<file path="src/pkg/phs_pkg.sv">
// Constants, register map and types of the pulse handshake port
package phs_pkg;

	// ****************************************
	// Register map (byte addresses)
	// ****************************************
	localparam logic [3:0] REG_CTRL    = 4'h0;
	localparam logic [3:0] REG_STATUS  = 4'h4;
	localparam logic [3:0] REG_TXDATA  = 4'h8;
	localparam logic [3:0] REG_RXDATA  = 4'hc;

	// Control field positions
	localparam int CTRL_ENABLE   = 0;
	localparam int CTRL_DIR_OUT  = 1;
	localparam int CTRL_LONG     = 2;
	localparam int CTRL_LATCH    = 3;
	localparam int CTRL_REQ_INV  = 4;
	localparam int CTRL_ACK_INV  = 5;
	localparam int CTRL_FLUSH    = 6;
	localparam int CTRL_DLY_LSB  = 8;

	// Status field positions
	localparam int STAT_EMPTY    = 0;
	localparam int STAT_FULL     = 1;
	localparam int STAT_BUSY     = 2;
	localparam int STAT_ACK      = 3;
	localparam int STAT_REQ      = 4;
	localparam int STAT_LOADED   = 5;
	localparam int STAT_LVL_LSB  = 8;

	// Control reset value: disabled, input, leading-edge, active high
	localparam logic [10:0] CTRL_RESET = 11'h000;
	// Delay code for 500 ns settling toward a legacy interface
	localparam logic [2:0] DELAY_LEGACY = 3'h5;

	// ****************************************
	// Timing
	// ****************************************
	localparam int CLK_NS        = 8;
	localparam int ACK_MIN_NS    = 125;
	localparam int SETUP_NS      = 25;
	localparam int DELAY_STEP_NS = 100;
	localparam int REQ_OFF_NS    = 150;
	localparam int NEXT_DATA_NS  = 50;
	localparam logic [7:0] ACK_MIN_CYC    = 8'((ACK_MIN_NS + CLK_NS - 1) / CLK_NS);
	localparam logic [7:0] SETUP_CYC      = 8'((SETUP_NS + CLK_NS - 1) / CLK_NS);
	localparam logic [7:0] DELAY_STEP_CYC = 8'((DELAY_STEP_NS + CLK_NS - 1) / CLK_NS);
	localparam logic [7:0] REQ_OFF_CYC    = 8'((REQ_OFF_NS + CLK_NS - 1) / CLK_NS);
	// Longest allowed lag of the next word, for reference by checks
	localparam logic [7:0] NEXT_DATA_CYC  = 8'(NEXT_DATA_NS / CLK_NS);

	// ****************************************
	// Types
	// ****************************************
	typedef struct packed {
		logic [2:0] delay;
		logic       ack_inv;
		logic       req_inv;
		logic       edge_latch;
		logic       long_pulse;
		logic       dir_out;
		logic       enable;
	} phs_ctrl_t;

	typedef enum logic [2:0] {
		ST_IDLE,
		ST_SETUP,
		ST_ACK,
		ST_TAIL,
		ST_WAIT
	} phs_state_t;

endpackage : phs_pkg
</file>
<file path="src/design/phs_fifo.sv">
// Small synchronous FIFO with valid/ready on both sides
`timescale 1ns/1ps
`default_nettype none
module phs_fifo #(
	parameter int WIDTH = 32,
	parameter int DEPTH = 4
) (
	input  wire logic                       clk,
	input  wire logic                       rst_n,
	input  wire logic                       clear,
	input  wire logic                       in_valid,
	output logic                            in_ready,
	input  wire logic [WIDTH-1:0]           in_data,
	output logic                            out_valid,
	input  wire logic                       out_ready,
	output logic [WIDTH-1:0]                out_data,
	output logic [$clog2(DEPTH+1)-1:0]      level
);
	localparam int AW = $clog2(DEPTH);
	localparam int LW = $clog2(DEPTH + 1);

	logic [WIDTH-1:0] mem [DEPTH];
	logic [AW-1:0]    wr_q;
	logic [AW-1:0]    rd_q;
	logic [LW-1:0]    cnt_q;
	logic             push;
	logic             pop;

	// Honest full and empty from the count
	assign in_ready  = (cnt_q != LW'(DEPTH));
	assign out_valid = (cnt_q != '0);
	assign out_data  = mem[rd_q];
	assign level     = cnt_q;
	assign push      = in_valid & in_ready;
	assign pop       = out_valid & out_ready;

	// Storage
	always_ff @(posedge clk) begin
		if (push) begin
			mem[wr_q] <= in_data;
		end
	end

	// Pointers and count
	always_ff @(posedge clk or negedge rst_n) begin
		if (!rst_n) begin
			wr_q  <= '0;
			rd_q  <= '0;
			cnt_q <= '0;
		end else if (clear) begin
			wr_q  <= '0;
			rd_q  <= '0;
			cnt_q <= '0;
		end else begin
			if (push) begin
				wr_q <= (wr_q == AW'(DEPTH - 1)) ? '0 : wr_q + 1'b1;
			end
			if (pop) begin
				rd_q <= (rd_q == AW'(DEPTH - 1)) ? '0 : rd_q + 1'b1;
			end
			cnt_q <= cnt_q + LW'(push) - LW'(pop);
		end
	end

endmodule : phs_fifo
`default_nettype wire

</file>
<file path="src/design/phs_port.sv">
// Pulse handshake port: AHB-Lite registers, FIFO and handshake engine
//
// Chosen here: the AHB-Lite slave port and the register offsets.
`timescale 1ns/1ps
`default_nettype none
module phs_port #(
	parameter int DW    = 32,
	parameter int DEPTH = 4
) (
	input  wire logic          hclk,
	input  wire logic          hresetn,
	input  wire logic          hsel,
	input  wire logic [31:0]   haddr,
	input  wire logic [1:0]    htrans,
	input  wire logic          hwrite,
	input  wire logic [2:0]    hsize,
	input  wire logic [31:0]   hwdata,
	input  wire logic          hready,
	output logic               hreadyout,
	output logic               hresp,
	output logic [31:0]        hrdata,
	input  wire logic          peer_request,
	output logic               device_acknowledge,
	input  wire logic [DW-1:0] data_in,
	output logic [DW-1:0]      data_out,
	output logic               data_oe
);
	import phs_pkg::*;

	localparam int LW = $clog2(DEPTH + 1);

	// ****************************************
	// Declarations
	// ****************************************
	phs_ctrl_t        ctrl_q;
	phs_state_t       state_q;
	logic [7:0]       cnt_q;
	logic [31:0]      hrdata_q;
	logic             wr_ph_q;
	logic [3:0]       wr_addr_q;
	logic             flush_q;
	logic             ack_q;
	logic             ack_pin_q;
	logic             req_prev_q;
	logic             req_seen_q;
	logic             loaded_q;
	logic [DW-1:0]    dout_q;
	logic             req;
	logic             req_rise;
	logic             req_fall;
	logic             acc;
	logic             tx_wr;
	logic             rx_rd;
	logic             f_in_valid;
	logic             f_in_ready;
	logic [DW-1:0]    f_in_data;
	logic             f_out_valid;
	logic             f_out_ready;
	logic [DW-1:0]    f_out_data;
	logic [LW-1:0]    f_level;
	logic             load_ok;
	logic             load;
	logic             capture;
	logic [7:0]       dly_cyc;
	logic [7:0]       setup_cyc;
	logic [7:0]       width_cyc;

	// ****************************************
	// Pin polarity
	// ****************************************
	// Internal logic sees active-high lines only
	assign req                = peer_request ^ ctrl_q.req_inv;
	assign device_acknowledge = ack_pin_q;
	assign req_rise           = req & ~req_prev_q;
	assign req_fall           = ~req & req_prev_q;

	// Acknowledge pin registered after inversion
	always_ff @(posedge hclk or negedge hresetn) begin
		if (!hresetn) begin
			ack_pin_q <= 1'b0;
		end else begin
			ack_pin_q <= ack_q ^ ctrl_q.ack_inv;
		end
	end

	// Previous request level for edge detection
	always_ff @(posedge hclk or negedge hresetn) begin
		if (!hresetn) begin
			req_prev_q <= 1'b0;
		end else begin
			req_prev_q <= req;
		end
	end

	// ****************************************
	// AHB-Lite slave
	// ****************************************
	assign acc       = hsel & htrans[1] & hready;
	assign rx_rd     = acc & ~hwrite & (haddr[3:0] == REG_RXDATA) & ~ctrl_q.dir_out;
	assign tx_wr     = wr_ph_q & (wr_addr_q == REG_TXDATA) & ctrl_q.dir_out;
	// Stall a transmit write while the FIFO is full
	assign hreadyout = ~(tx_wr & ~f_in_ready);
	assign hresp     = 1'b0;
	assign hrdata    = hrdata_q;

	// Write data phase tracking
	always_ff @(posedge hclk or negedge hresetn) begin
		if (!hresetn) begin
			wr_ph_q   <= 1'b0;
			wr_addr_q <= '0;
		end else if (hreadyout) begin
			wr_ph_q   <= acc & hwrite;
			wr_addr_q <= haddr[3:0];
		end
	end

	// Control register write; flush is a one-cycle pulse
	always_ff @(posedge hclk or negedge hresetn) begin
		if (!hresetn) begin
			ctrl_q  <= phs_ctrl_t'(CTRL_RESET);
			flush_q <= 1'b0;
		end else begin
			flush_q <= 1'b0;
			if (wr_ph_q && wr_addr_q == REG_CTRL) begin
				ctrl_q.enable     <= hwdata[CTRL_ENABLE];
				ctrl_q.dir_out    <= hwdata[CTRL_DIR_OUT];
				ctrl_q.long_pulse <= hwdata[CTRL_LONG];
				ctrl_q.edge_latch <= hwdata[CTRL_LATCH];
				ctrl_q.req_inv    <= hwdata[CTRL_REQ_INV];
				ctrl_q.ack_inv    <= hwdata[CTRL_ACK_INV];
				ctrl_q.delay      <= hwdata[CTRL_DLY_LSB +: 3];
				flush_q           <= hwdata[CTRL_FLUSH];
			end
		end
	end

	// Read data captured in the address phase
	always_ff @(posedge hclk or negedge hresetn) begin
		if (!hresetn) begin
			hrdata_q <= '0;
		end else if (acc && !hwrite) begin
			hrdata_q <= '0;
			if (haddr[3:0] == REG_CTRL) begin
				hrdata_q[CTRL_ENABLE]        <= ctrl_q.enable;
				hrdata_q[CTRL_DIR_OUT]       <= ctrl_q.dir_out;
				hrdata_q[CTRL_LONG]          <= ctrl_q.long_pulse;
				hrdata_q[CTRL_LATCH]         <= ctrl_q.edge_latch;
				hrdata_q[CTRL_REQ_INV]       <= ctrl_q.req_inv;
				hrdata_q[CTRL_ACK_INV]       <= ctrl_q.ack_inv;
				hrdata_q[CTRL_DLY_LSB +: 3]  <= ctrl_q.delay;
			end else if (haddr[3:0] == REG_STATUS) begin
				hrdata_q[STAT_EMPTY]         <= ~f_out_valid;
				hrdata_q[STAT_FULL]          <= ~f_in_ready;
				hrdata_q[STAT_BUSY]          <= (state_q != ST_IDLE);
				hrdata_q[STAT_ACK]           <= ack_q;
				hrdata_q[STAT_REQ]           <= req;
				hrdata_q[STAT_LOADED]        <= loaded_q;
				hrdata_q[STAT_LVL_LSB +: LW] <= f_level;
			end else if (rx_rd && f_out_valid) begin
				hrdata_q[DW-1:0]             <= f_out_data;
			end
		end
	end

	// ****************************************
	// Data FIFO, shared by both directions
	// ****************************************
	assign f_in_valid  = ctrl_q.dir_out ? tx_wr : capture;
	assign f_in_data   = ctrl_q.dir_out ? hwdata[DW-1:0] : data_in;
	assign f_out_ready = ctrl_q.dir_out ? load : rx_rd;

	phs_fifo #(
		.WIDTH (DW),
		.DEPTH (DEPTH)
	) u_fifo (
		.clk       (hclk),
		.rst_n     (hresetn),
		.clear     (flush_q),
		.in_valid  (f_in_valid),
		.in_ready  (f_in_ready),
		.in_data   (f_in_data),
		.out_valid (f_out_valid),
		.out_ready (f_out_ready),
		.out_data  (f_out_data),
		.level     (f_level)
	);

	// ****************************************
	// Output word staging
	// ****************************************
	// Next word as soon as request rises, or only once it is inactive
	assign load_ok = ctrl_q.edge_latch ? ~req : 1'b1;
	assign load    = ctrl_q.dir_out & ctrl_q.enable & ~loaded_q & f_out_valid & load_ok;
	assign data_out = dout_q;
	assign data_oe  = ctrl_q.dir_out & ctrl_q.enable;

	// Output data register and its loaded flag
	always_ff @(posedge hclk or negedge hresetn) begin
		if (!hresetn) begin
			dout_q   <= '0;
			loaded_q <= 1'b0;
		end else if (flush_q || !ctrl_q.dir_out) begin
			loaded_q <= 1'b0;
		end else if (load) begin
			dout_q   <= f_out_data;
			loaded_q <= 1'b1;
		end else if (capture) begin
			loaded_q <= 1'b0;
		end
	end

	// ****************************************
	// Handshake engine
	// ****************************************
	// Transfer happens on the first request edge after acknowledge rose
	assign capture = req_rise & ~req_seen_q & ctrl_q.enable
		& ((state_q == ST_ACK) | (state_q == ST_WAIT));

	// Delay, setup and pulse width for the current mode
	assign dly_cyc   = 8'(ctrl_q.delay * DELAY_STEP_CYC);
	always_comb begin
		if (ctrl_q.long_pulse) begin
			setup_cyc = ctrl_q.dir_out ? SETUP_CYC : 8'h01;
			width_cyc = ACK_MIN_CYC + dly_cyc;
		end else begin
			setup_cyc = ctrl_q.dir_out ? SETUP_CYC + dly_cyc : dly_cyc;
			width_cyc = ACK_MIN_CYC;
		end
		if (setup_cyc == 8'h00) begin
			setup_cyc = 8'h01;
		end
	end

	// State, counter, acknowledge and request tracking
	always_ff @(posedge hclk or negedge hresetn) begin
		if (!hresetn) begin
			state_q    <= ST_IDLE;
			cnt_q      <= '0;
			ack_q      <= 1'b0;
			req_seen_q <= 1'b0;
		end else if (!ctrl_q.enable || flush_q) begin
			state_q    <= ST_IDLE;
			ack_q      <= 1'b0;
			req_seen_q <= 1'b0;
		end else begin
			if (capture) begin
				req_seen_q <= 1'b1;
			end
			case (state_q)
				ST_IDLE: begin
					req_seen_q <= 1'b0;
					if (ctrl_q.dir_out ? loaded_q : f_in_ready) begin
						cnt_q   <= setup_cyc - 8'h01;
						state_q <= ST_SETUP;
					end
				end
				ST_SETUP: begin
					if (cnt_q == 8'h00) begin
						cnt_q   <= width_cyc - 8'h01;
						ack_q   <= 1'b1;
						state_q <= ST_ACK;
					end else begin
						cnt_q <= cnt_q - 8'h01;
					end
				end
				ST_ACK: begin
					if (cnt_q != 8'h00) begin
						cnt_q <= cnt_q - 8'h01;
					end else if (req_fall && req_seen_q) begin
						cnt_q   <= REQ_OFF_CYC - 8'h01;
						state_q <= ST_TAIL;
					end else if (!req) begin
						ack_q   <= 1'b0;
						state_q <= req_seen_q ? ST_IDLE : ST_WAIT;
					end
					if (cnt_q != 8'h00 && req_fall && req_seen_q) begin
						cnt_q <= (cnt_q > REQ_OFF_CYC - 8'h01) ? cnt_q - 8'h01
							: REQ_OFF_CYC - 8'h01;
					end
				end
				ST_TAIL: begin
					if (req) begin
						cnt_q <= REQ_OFF_CYC - 8'h01;
					end else if (cnt_q == 8'h00) begin
						ack_q   <= 1'b0;
						state_q <= ST_IDLE;
					end else begin
						cnt_q <= cnt_q - 8'h01;
					end
				end
				ST_WAIT: begin
					if (req_seen_q && !req) begin
						state_q <= ST_IDLE;
					end
				end
				default: begin
					state_q <= ST_IDLE;
				end
			endcase
		end
	end

endmodule : phs_port
`default_nettype wire

</file>
<file path="config.mk">
export PLATFORM = sky130hd
export DESIGN_NAME = phs_port
export DESIGN_NICKNAME = d
export VERILOG_FILES = /design/src/pkg/phs_pkg.sv /design/src/design/phs_fifo.sv /design/src/design/phs_port.sv
export SDC_FILE = /design/constraint.sdc
export NUM_CORES = 1
export LEC_CHECK = 0
export ABC_AREA = 1
export CAP_MARGIN = 20
export CORE_UTILIZATION = 45
export DETAILED_ROUTE_END_ITERATION = 10
export DONT_BUFFER_PORTS = 1
export GPL_TIMING_DRIVEN = 0
export PLACE_DENSITY = 0.65
export SYNTH_ARGS = -nofsm -noshare
export SYNTH_HDL_FRONTEND = slang
export SYNTH_HIERARCHICAL = 1
export SYNTH_SLANG_ARGS = --single-unit
</file>
<file path="constraint.sdc">
create_clock -name hclk -period 3.9 [get_ports hclk]
set_clock_uncertainty 0.05 [all_clocks]
set_input_delay 0.195 -clock hclk [delete_from_list [all_inputs] [get_ports hclk]]
set_output_delay 0.195 -clock hclk [all_outputs]
set_load 0.005 [all_outputs]
</file>
==> results of run 1 <==
metal layers:
metal  part of all wire, %  vias up  wire (um)
met4                   2.2        0        626
li1                      -     4012          -
met1                    43     3921      12400
met5                     0        -          0
met2                    48      286      13900
met3                   6.1       45       1750
layout make-up:
cell class	count	area [sq um]	area share, %
Sequential cell	230	6400	48.9
Multi-Input combinational cell	710	3680	28.1
Timing Repair Buffer	68	753	5.76
Clock buffer	36	708	5.41
Inverter	174	658	5.03
Tap cell	319	399	3.05
Buffer	48	315	2.41
Clock inverter	12	171	1.31
worst max-delay path, delay by kind of cell (launching register included):
| family | cells | cell delay (ns) |
|---|---|---|
| buf+inv | 5 | 0.32 |
| fa+ha+maj | 5 | 1.41 |
| simple gates | 9 | 0.73 |
| flops | 1 | 0.48 |
| compound gates | 2 | 0.32 |
placed cells by master (no fill, tap or decap), types with 3 or more instances in the layout:
master / count
inv_1: 167
nand3_1: 38
xor2_1: 7
nand4_1: 10
buf_6: 13
nand2_1: 294
clkbuf_1: 25
clkbuf_16: 26
a21oi_1: 48
inv_2: 5
a21oi_2: 3
buf_4: 6
nand2_2: 10
bufinv_16: 4
nor2_2: 8
o211ai_1: 35
nor2_1: 64
ha_1: 20
clkinv_2: 4
dlygate4sd3_1: 63
clkinv_1: 3
nor2_4: 4
dfrtp_1: 102
edfxtp_1: 128
o21ai_2: 24
o22ai_1: 4
o21ai_1: 15
a221oi_1: 6
nand3b_1: 5
buf_16: 3
buf_2: 11
o21ai_0: 91
metrics by stage:
step | util [%] | power [W] | area (sq um)
after floorplan | - | 0.00528 | 11000
after global placement | 48.1 | 0.00607 | 11400
after detailed placement | 48.6 | 0.00614 | 11500
after CTS | 55.1 | 0.00873 | 13100
after global routing | 55.1 | 0.00923 | 13100
final | 55.1 | 0.00870 | 13100
registers in the layout, summed over array words and instances (netlist names), 2 cells and up:
name	cells
cnt_q	8
u_fifo/rd_q	2
u_fifo/mem	128
ctrl_q	9
data_out	32
hrdata	32
wr_addr_q	4
state_q	3
u_fifo/wr_q	2
u_fifo/level	3
where the power goes:
| part | total [W] | internal (W) | switching, W |
|---|---|---|---|
| Combinational | 0.00300 | 0.00103 | 0.00196 |
| Clock | 0.00248 | 0.00153 | 0.000948 |
| Sequential | 0.00322 | 0.00292 | 0.000297 |
| Total | 0.00870 | 0.00549 | 0.00321 |
worst max-delay path by stage:
stage                        end  slack (ns)
6_report                cnt_q[6]        0.51
5_1_grt                 cnt_q[6]        0.26
4_1_cts                 cnt_q[6]        0.51
3_5_place_dp            cnt_q[6]        0.52
3_3_place_gp   u_fifo/mem[2][20]       -0.70
2_1_floorplan   u_fifo/mem[0][0]        0.70
cell families after synthesis:
family,count (synthesis)
compound gates,235
xor+xnor,9
fa+ha+maj,22
buf+inv,222
flops,230
other cells,1
simple gates,443
==> flow_summary.json, run 1 <==
{
  "cp.arrival_ns": 3.76,
  "syn-num-nets": 1291,
  "die_area_sq_um": 25100,
  "cp_cell_sequence": "ha_1 > ha_1 > fa_1 > inv_1 > nand2_1 > nand2_1 > ha_1 > inv_1 > nor2_2 > inv_1 > nand2_1 > nand3_1 > nand2_1 > inv_2 > a21oi_4 > ha_1 > inv_1 > o21bai_1 > nand3_1 > nand3_1 > nand2_1",
  "cts.sinks": 230,
  "yosys_warnings": 6,
  "finalCritPeriodShare_pct": 87.0,
  "netlist_area_sq_um": 11000,
  "grtUsageMet3_pct": 3.24,
  "tns_ns": 0,
  "htree_num_levels": 1,
  "die_h_um": 159,
  "startpoint": "ctrl_q[6]",
  "start_kind": "flop",
  "yosys-top-cells-count": "294 x nand2_1, 167 x inv_1, 128 x edfxtp_1",
  "final_cells": 1597,
  "tightest_slew_ns": 0.859,
  "whs_path_depth": 2,
  "diodes": 0,
  "first_iter_violations": 692,
  "rsz0062_at_grt": "no",
  "met2_usage_pct": 38.9,
  "finalMaxSlewViolations": 0,
  "hold_end": "u_fifo/mem[3][6]",
  "die_width_um": 159,
  "yosys.area_share.adder_pct": 2.63,
  "path_max_fanout": 6,
  "synth_xor_area_share_pct": 0.715,
  "drive_gt1_share_pct": 10.6,
  "cts.clk_slew.worst_paths_ns": 0.06,
  "synth-seq-cells": 230,
  "synth_top_family_by_area": "simple AND/OR/NAND/NOR gates",
  "via_count": 8264,
  "overflow": 0,
  "synth-async-reset-ratio_pct": 44.3,
  "drc": 0,
  "yosysTopAreaCell": "edfxtp_1",
  "grt-busiest-layer": "met2",
  "timing.reg2reg.setup_slack_ns": 0.51,
  "final.fill_count": 2044,
  "p_leak_nw": 5.81,
  "timing.hold.ws_ns": 0.0273,
  "cts_tree": "done",
  "status": "finished, final reports clean",
  "cts_resized": 0,
  "grt_use_met1_pct": 31.4,
  "fmax_mhz": 295,
  "syn_to_final_growth_pct": 18.7,
  "grt_pass1_wl_mm": 44.2,
  "cap_violations": 0,
  "cts_setup_buffers": 0,
  "critPathSlowestCell": "dfrtp_1",
  "start_util_pct": 46.4,
  "ant_nets": 0,
  "final_hold_viol_count": 0,
  "syn_inst": 1162,
  "grt_pass1_vias": 7955,
  "criticalPathCategory": "flop to flop",
  "layout.nets": 1387,
  "ys_seq_area_share_pct": 58.0,
  "cp.required_ns": 4.26,
  "synth_edf_count": 128,
  "cts_hold_buffers": 64,
  "coreArea_sq_um": 23800,
  "synth.top_cell.area_share_pct": 34.9,
  "ioPinCount": 175,
  "grt_max_degree": 103,
  "dp_slack_ns": 0.524,
  "track_usage_pct": 23.2,
  "synth-simple-area-share_pct": 16.8,
  "clockRootBuffer": "clkbuf_16",
  "rows": 56,
  "hold_start": "data_in[6]",
  "dp_cells": 1485,
  "r2r-start": "ctrl_q[6]",
  "antenna_found_initial": 1,
  "dpl.hpwl_mm": 19.9,
  "synthTopCellsByArea": "edfxtp_1 35%, dfrtp_1 23%, nand2_1 10%",
  "slew_headroom_pct": 42.7,
  "worst_slack_ns": 0.505,
  "r2r-end": "cnt_q[6]",
  "gp_congestion": 0.896,
  "vias_per_cell": 5.17,
  "port_buffers": 0,
  "cp_slowest_stage_delay_ns": 0.48,
  "synthFlopType": "edfxtp_1",
  "ys_types": 44,
  "p_per_area_nw_per_um2": 665,
  "dr.pass1.iters": 5,
  "period_needed_ns": 3.39,
  "synth_compound_area_share_pct": 12.9,
  "setup_viol": 0,
  "wl_per_cell_um": 17.9,
  "reg2regPathDepth": 21,
  "worstSetupEndpointType": "flop",
  "clock_latency_ns": 0.53,
  "hold_class": "input port to flop",
  "routed_wl_mm": 28.6,
  "clockBufferDepth": 3,
  "cp_common_cell": "nand2_1",
  "ir_drop_mv": 0.403,
  "syn_area_per_cell_sq_um": 9.49,
  "cts_made_buffers": 26,
  "synth.area.mux_share_pct": 0,
  "yosysMostFrequentCell": "nand2_1"
}
(Power assumes the default switching activity.)
==> inputs of run 2 (changes only) <==
--- a/config.mk
+++ b/config.mk
@@ -14,5 +14,4 @@
 export PLACE_DENSITY = 0.65
 export SYNTH_ARGS = -nofsm -noshare
 export SYNTH_HDL_FRONTEND = slang
-export SYNTH_HIERARCHICAL = 1
 export SYNTH_SLANG_ARGS = --single-unit
==> run 2 against run 1 <==
Net effect: cell count fell by 1.5%; via count rose by 3.0%; critical path depth rose by 4; sequential cell count did not move; first-iteration DRC count rose by 6.9%; register-to-register slack got worse by 0.11 ns; final area fell by 1.8%; sequential share of layout area rose by 0.93 points; clock power fell by 8.5%; power fell by 4.2%; worst setup slack got worse by 0.11 ns.
==> flow_summary.json, run 2 <==
{
  "status": "finished, final reports clean",
  "setup_viol": 0,
  "p_per_area_nw_per_um2": 649,
  "dpl.hpwl_mm": 20.1,
  "routed_wl_mm": 29.4,
  "yosysMostFrequentCell": "nand2_1",
  "seqCellArea_sq_um": 6400,
  "total_power_w": 0.00833,
  "syn_to_final_growth_pct": 18.5,
  "synth.top_cell.area_share_pct": 35.5,
  "final.fill_count": 2108,
  "yosys_warnings": 0,
  "diodes": 0,
  "grt_pass1_wl_mm": 44.9,
  "layout.nets": 1362,
  "port_buffers": 0,
  "synth_xor_area_share_pct": 0.958,
  "die_h_um": 157,
  "yosys.area_share.adder_pct": 2.45,
  "critPathSlowestCell": "dfrtp_2",
  "synthTopCellsByArea": "edfxtp_1 35%, dfrtp_1 24%, nand2_1 9.6%",
  "synth_compound_area_share_pct": 13.1,
  "wl_per_cell_um": 18.7,
  "yosys-top-cells-count": "277 x nand2_1, 135 x o21ai_0, 128 x edfxtp_1",
  "track_usage_pct": 24.0,
  "via_count": 8512,
  "vias_per_cell": 5.41,
  "grt_pass1_vias": 8247,
  "antenna_found_initial": 0,
  "cts_tree": "done",
  "syn_inst": 1136,
  "tns_ns": 0,
  "netlist_area_sq_um": 10800,
  "cts_setup_buffers": 0,
  "synth-seq-cells": 230,
  "finalMaxSlewViolations": 0,
  "die_width_um": 157,
  "cts.sinks": 230,
  "synth-simple-area-share_pct": 18.4,
  "synth_top_family_by_area": "simple AND/OR/NAND/NOR gates",
  "first_iter_violations": 740,
  "slew_headroom_pct": 48.1,
  "start_kind": "flop",
  "cp_common_cell": "nand2_1",
  "ioPinCount": 175,
  "tightest_slew_ns": 0.779,
  "timing.reg2reg.setup_slack_ns": 0.40,
  "ir_drop_mv": 0.440,
  "syn-num-nets": 1263,
  "ys_types": 49,
  "clockBufferDepth": 3,
  "largest_reg_flops": 128,
  "cts.clk_slew.worst_paths_ns": 0.06,
  "regMostFlops": "u_fifo.mem",
  "cp.arrival_ns": 3.87,
  "rsz0062_at_grt": "no",
  "synth-async-reset-ratio_pct": 44.3,
  "multi_input_area_sq_um": 3820,
  "cts_made_buffers": 25,
  "cap_violations": 0,
  "path_max_fanout": 6,
  "criticalPathCategory": "flop to flop",
  "overflow": 0,
  "final_hold_viol_count": 0,
  "coreArea_sq_um": 23500,
  "final_cell_mix": "277 x nand2_1, 134 x o21ai_0, 128 x edfxtp_1, 109 x nor2_1, 100 x dfrtp_1",
  "synthFlopType": "edfxtp_1",
  "yosysTopAreaCell": "edfxtp_1",
  "grt_max_degree": 103,
  "htree_num_levels": 1,
  "layout_commonest_cell": "nand2_1",
  "cp_slowest_stage_delay_ns": 0.46,
  "clockRootBuffer": "clkbuf_16",
  "syn_area_per_cell_sq_um": 9.54,
  "fmax_mhz": 286,
  "gp_congestion": 0.876,
  "finalCritPeriodShare_pct": 89.7,
  "synth.area.mux_share_pct": 0,
  "rows": 56,
  "period_needed_ns": 3.50,
  "dr.pass1.iters": 5,
  "die_area_sq_um": 24700,
  "drc": 0,
  "worstSetupEndpointType": "flop",
  "ys_seq_area_share_pct": 59.0,
  "cp.required_ns": 4.27,
  "ant_nets": 0,
  "drive_gt1_share_pct": 9.49,
  "hold_class": "input port to flop",
  "clock_latency_ns": 0.53,
  "start_util_pct": 46.1,
  "p_leak_nw": 5.54,
  "synth_edf_count": 128
}
run 2: cell types whose count changed in the layout (fill, tap and decap cells not counted), moves of 6 or more:
cell      change
a221oi_1      -6
o21ai_0      +43
o211ai_1     -35
nor2_1       +45
nand3_1      +12
nand2_1      -17
o22ai_1      +21
nor2_2        -6
clkbuf_1      +8
inv_1        -74
nor3_1        +8
a21oi_1      -22
run 2: cell families (layout without fill, tap and decap cells):
family,count (synthesis),count (layout)
AO/OA/AOI/OAI,244,244
adder cells (fa/ha/maj),20,20
other,1,1
XOR/XNOR,11,11
AND/OR/NAND/NOR,479,479
buffers and inverters,151,269
flip-flops,230,230
run 2: power breakdown:
part | internal [W] | switching, W
clock network | 0.00129 | 0.000978
registers | 0.00292 | 0.000281
logic | 0.000964 | 0.00190
total | 0.00517 | 0.00316
run 2: critical path: cells and delay by family, from the launching register on:
family,cells,cell delay [ns]
fa+ha+maj,5,1.30
simple gates,15,1.23
flops,1,0.46
buf+inv,5,0.33
run 2: repair_timing:
| action | 4_1_cts | 5_1_grt |
|---|---|---|
| hold endpoints to repair | 232 | 0 |
| hold buffers | 68 | 0 |
| gates resized for setup | 0 | 4 |
| endpoints found under the setup margin | 0 | 2 |
run 2: through the flow:
step           utilization (%)  cell area [sq um]  hold slack (ns)  instances  worst slack, ns
4_1_cts                   54.5              12800         0.000565       1573            0.288
2_1_floorplan                -              10800           -0.151       1136            0.745
3_5_place_dp              48.2              11400           -0.148       1459            0.311
3_3_place_gp              47.7              11200           -0.149       1455           -0.607
5_1_grt                   54.6              12800           0.0504       1573           0.0844
6_report                  54.6              12800          0.00613       1573            0.400
run 2: per-layer routing:
layer	vias to the layer above	GRT usage (%)	routed length [um]
met2	319	39.3	13900
li1	4046	-	-
met1	4106	31.5	12300
met5	-	0	0
met3	41	5.67	2520
met4	0	7.35	605
run 2: area by class of cell:
class                   count  share of cell area, %
repair buffers             72                   6.12
flip-flops and latches    230                   49.8
well taps                 319                   3.11
inverters                 101                   2.95
clock buffers              34                   5.21
plain buffers              50                   2.15
clock inverters            12                  0.867
multi-input cells         755                   29.8
run 2: path summary, 6_finish.rpt:
path / start / to / depth (start not counted)
worst min-delay path: data_in[8] / u_fifo.mem[1][8] / 2
min in group asynchronous: hresetn / data_out[16] / 2
worst min register to register: flush_q / u_fifo.level[1] / 1
worst max register to register: ctrl_q[6] / cnt_q[6] / 25
max in group asynchronous: hresetn / cnt_q[0] / 2
worst max-delay path: ctrl_q[6] / cnt_q[6] / 25
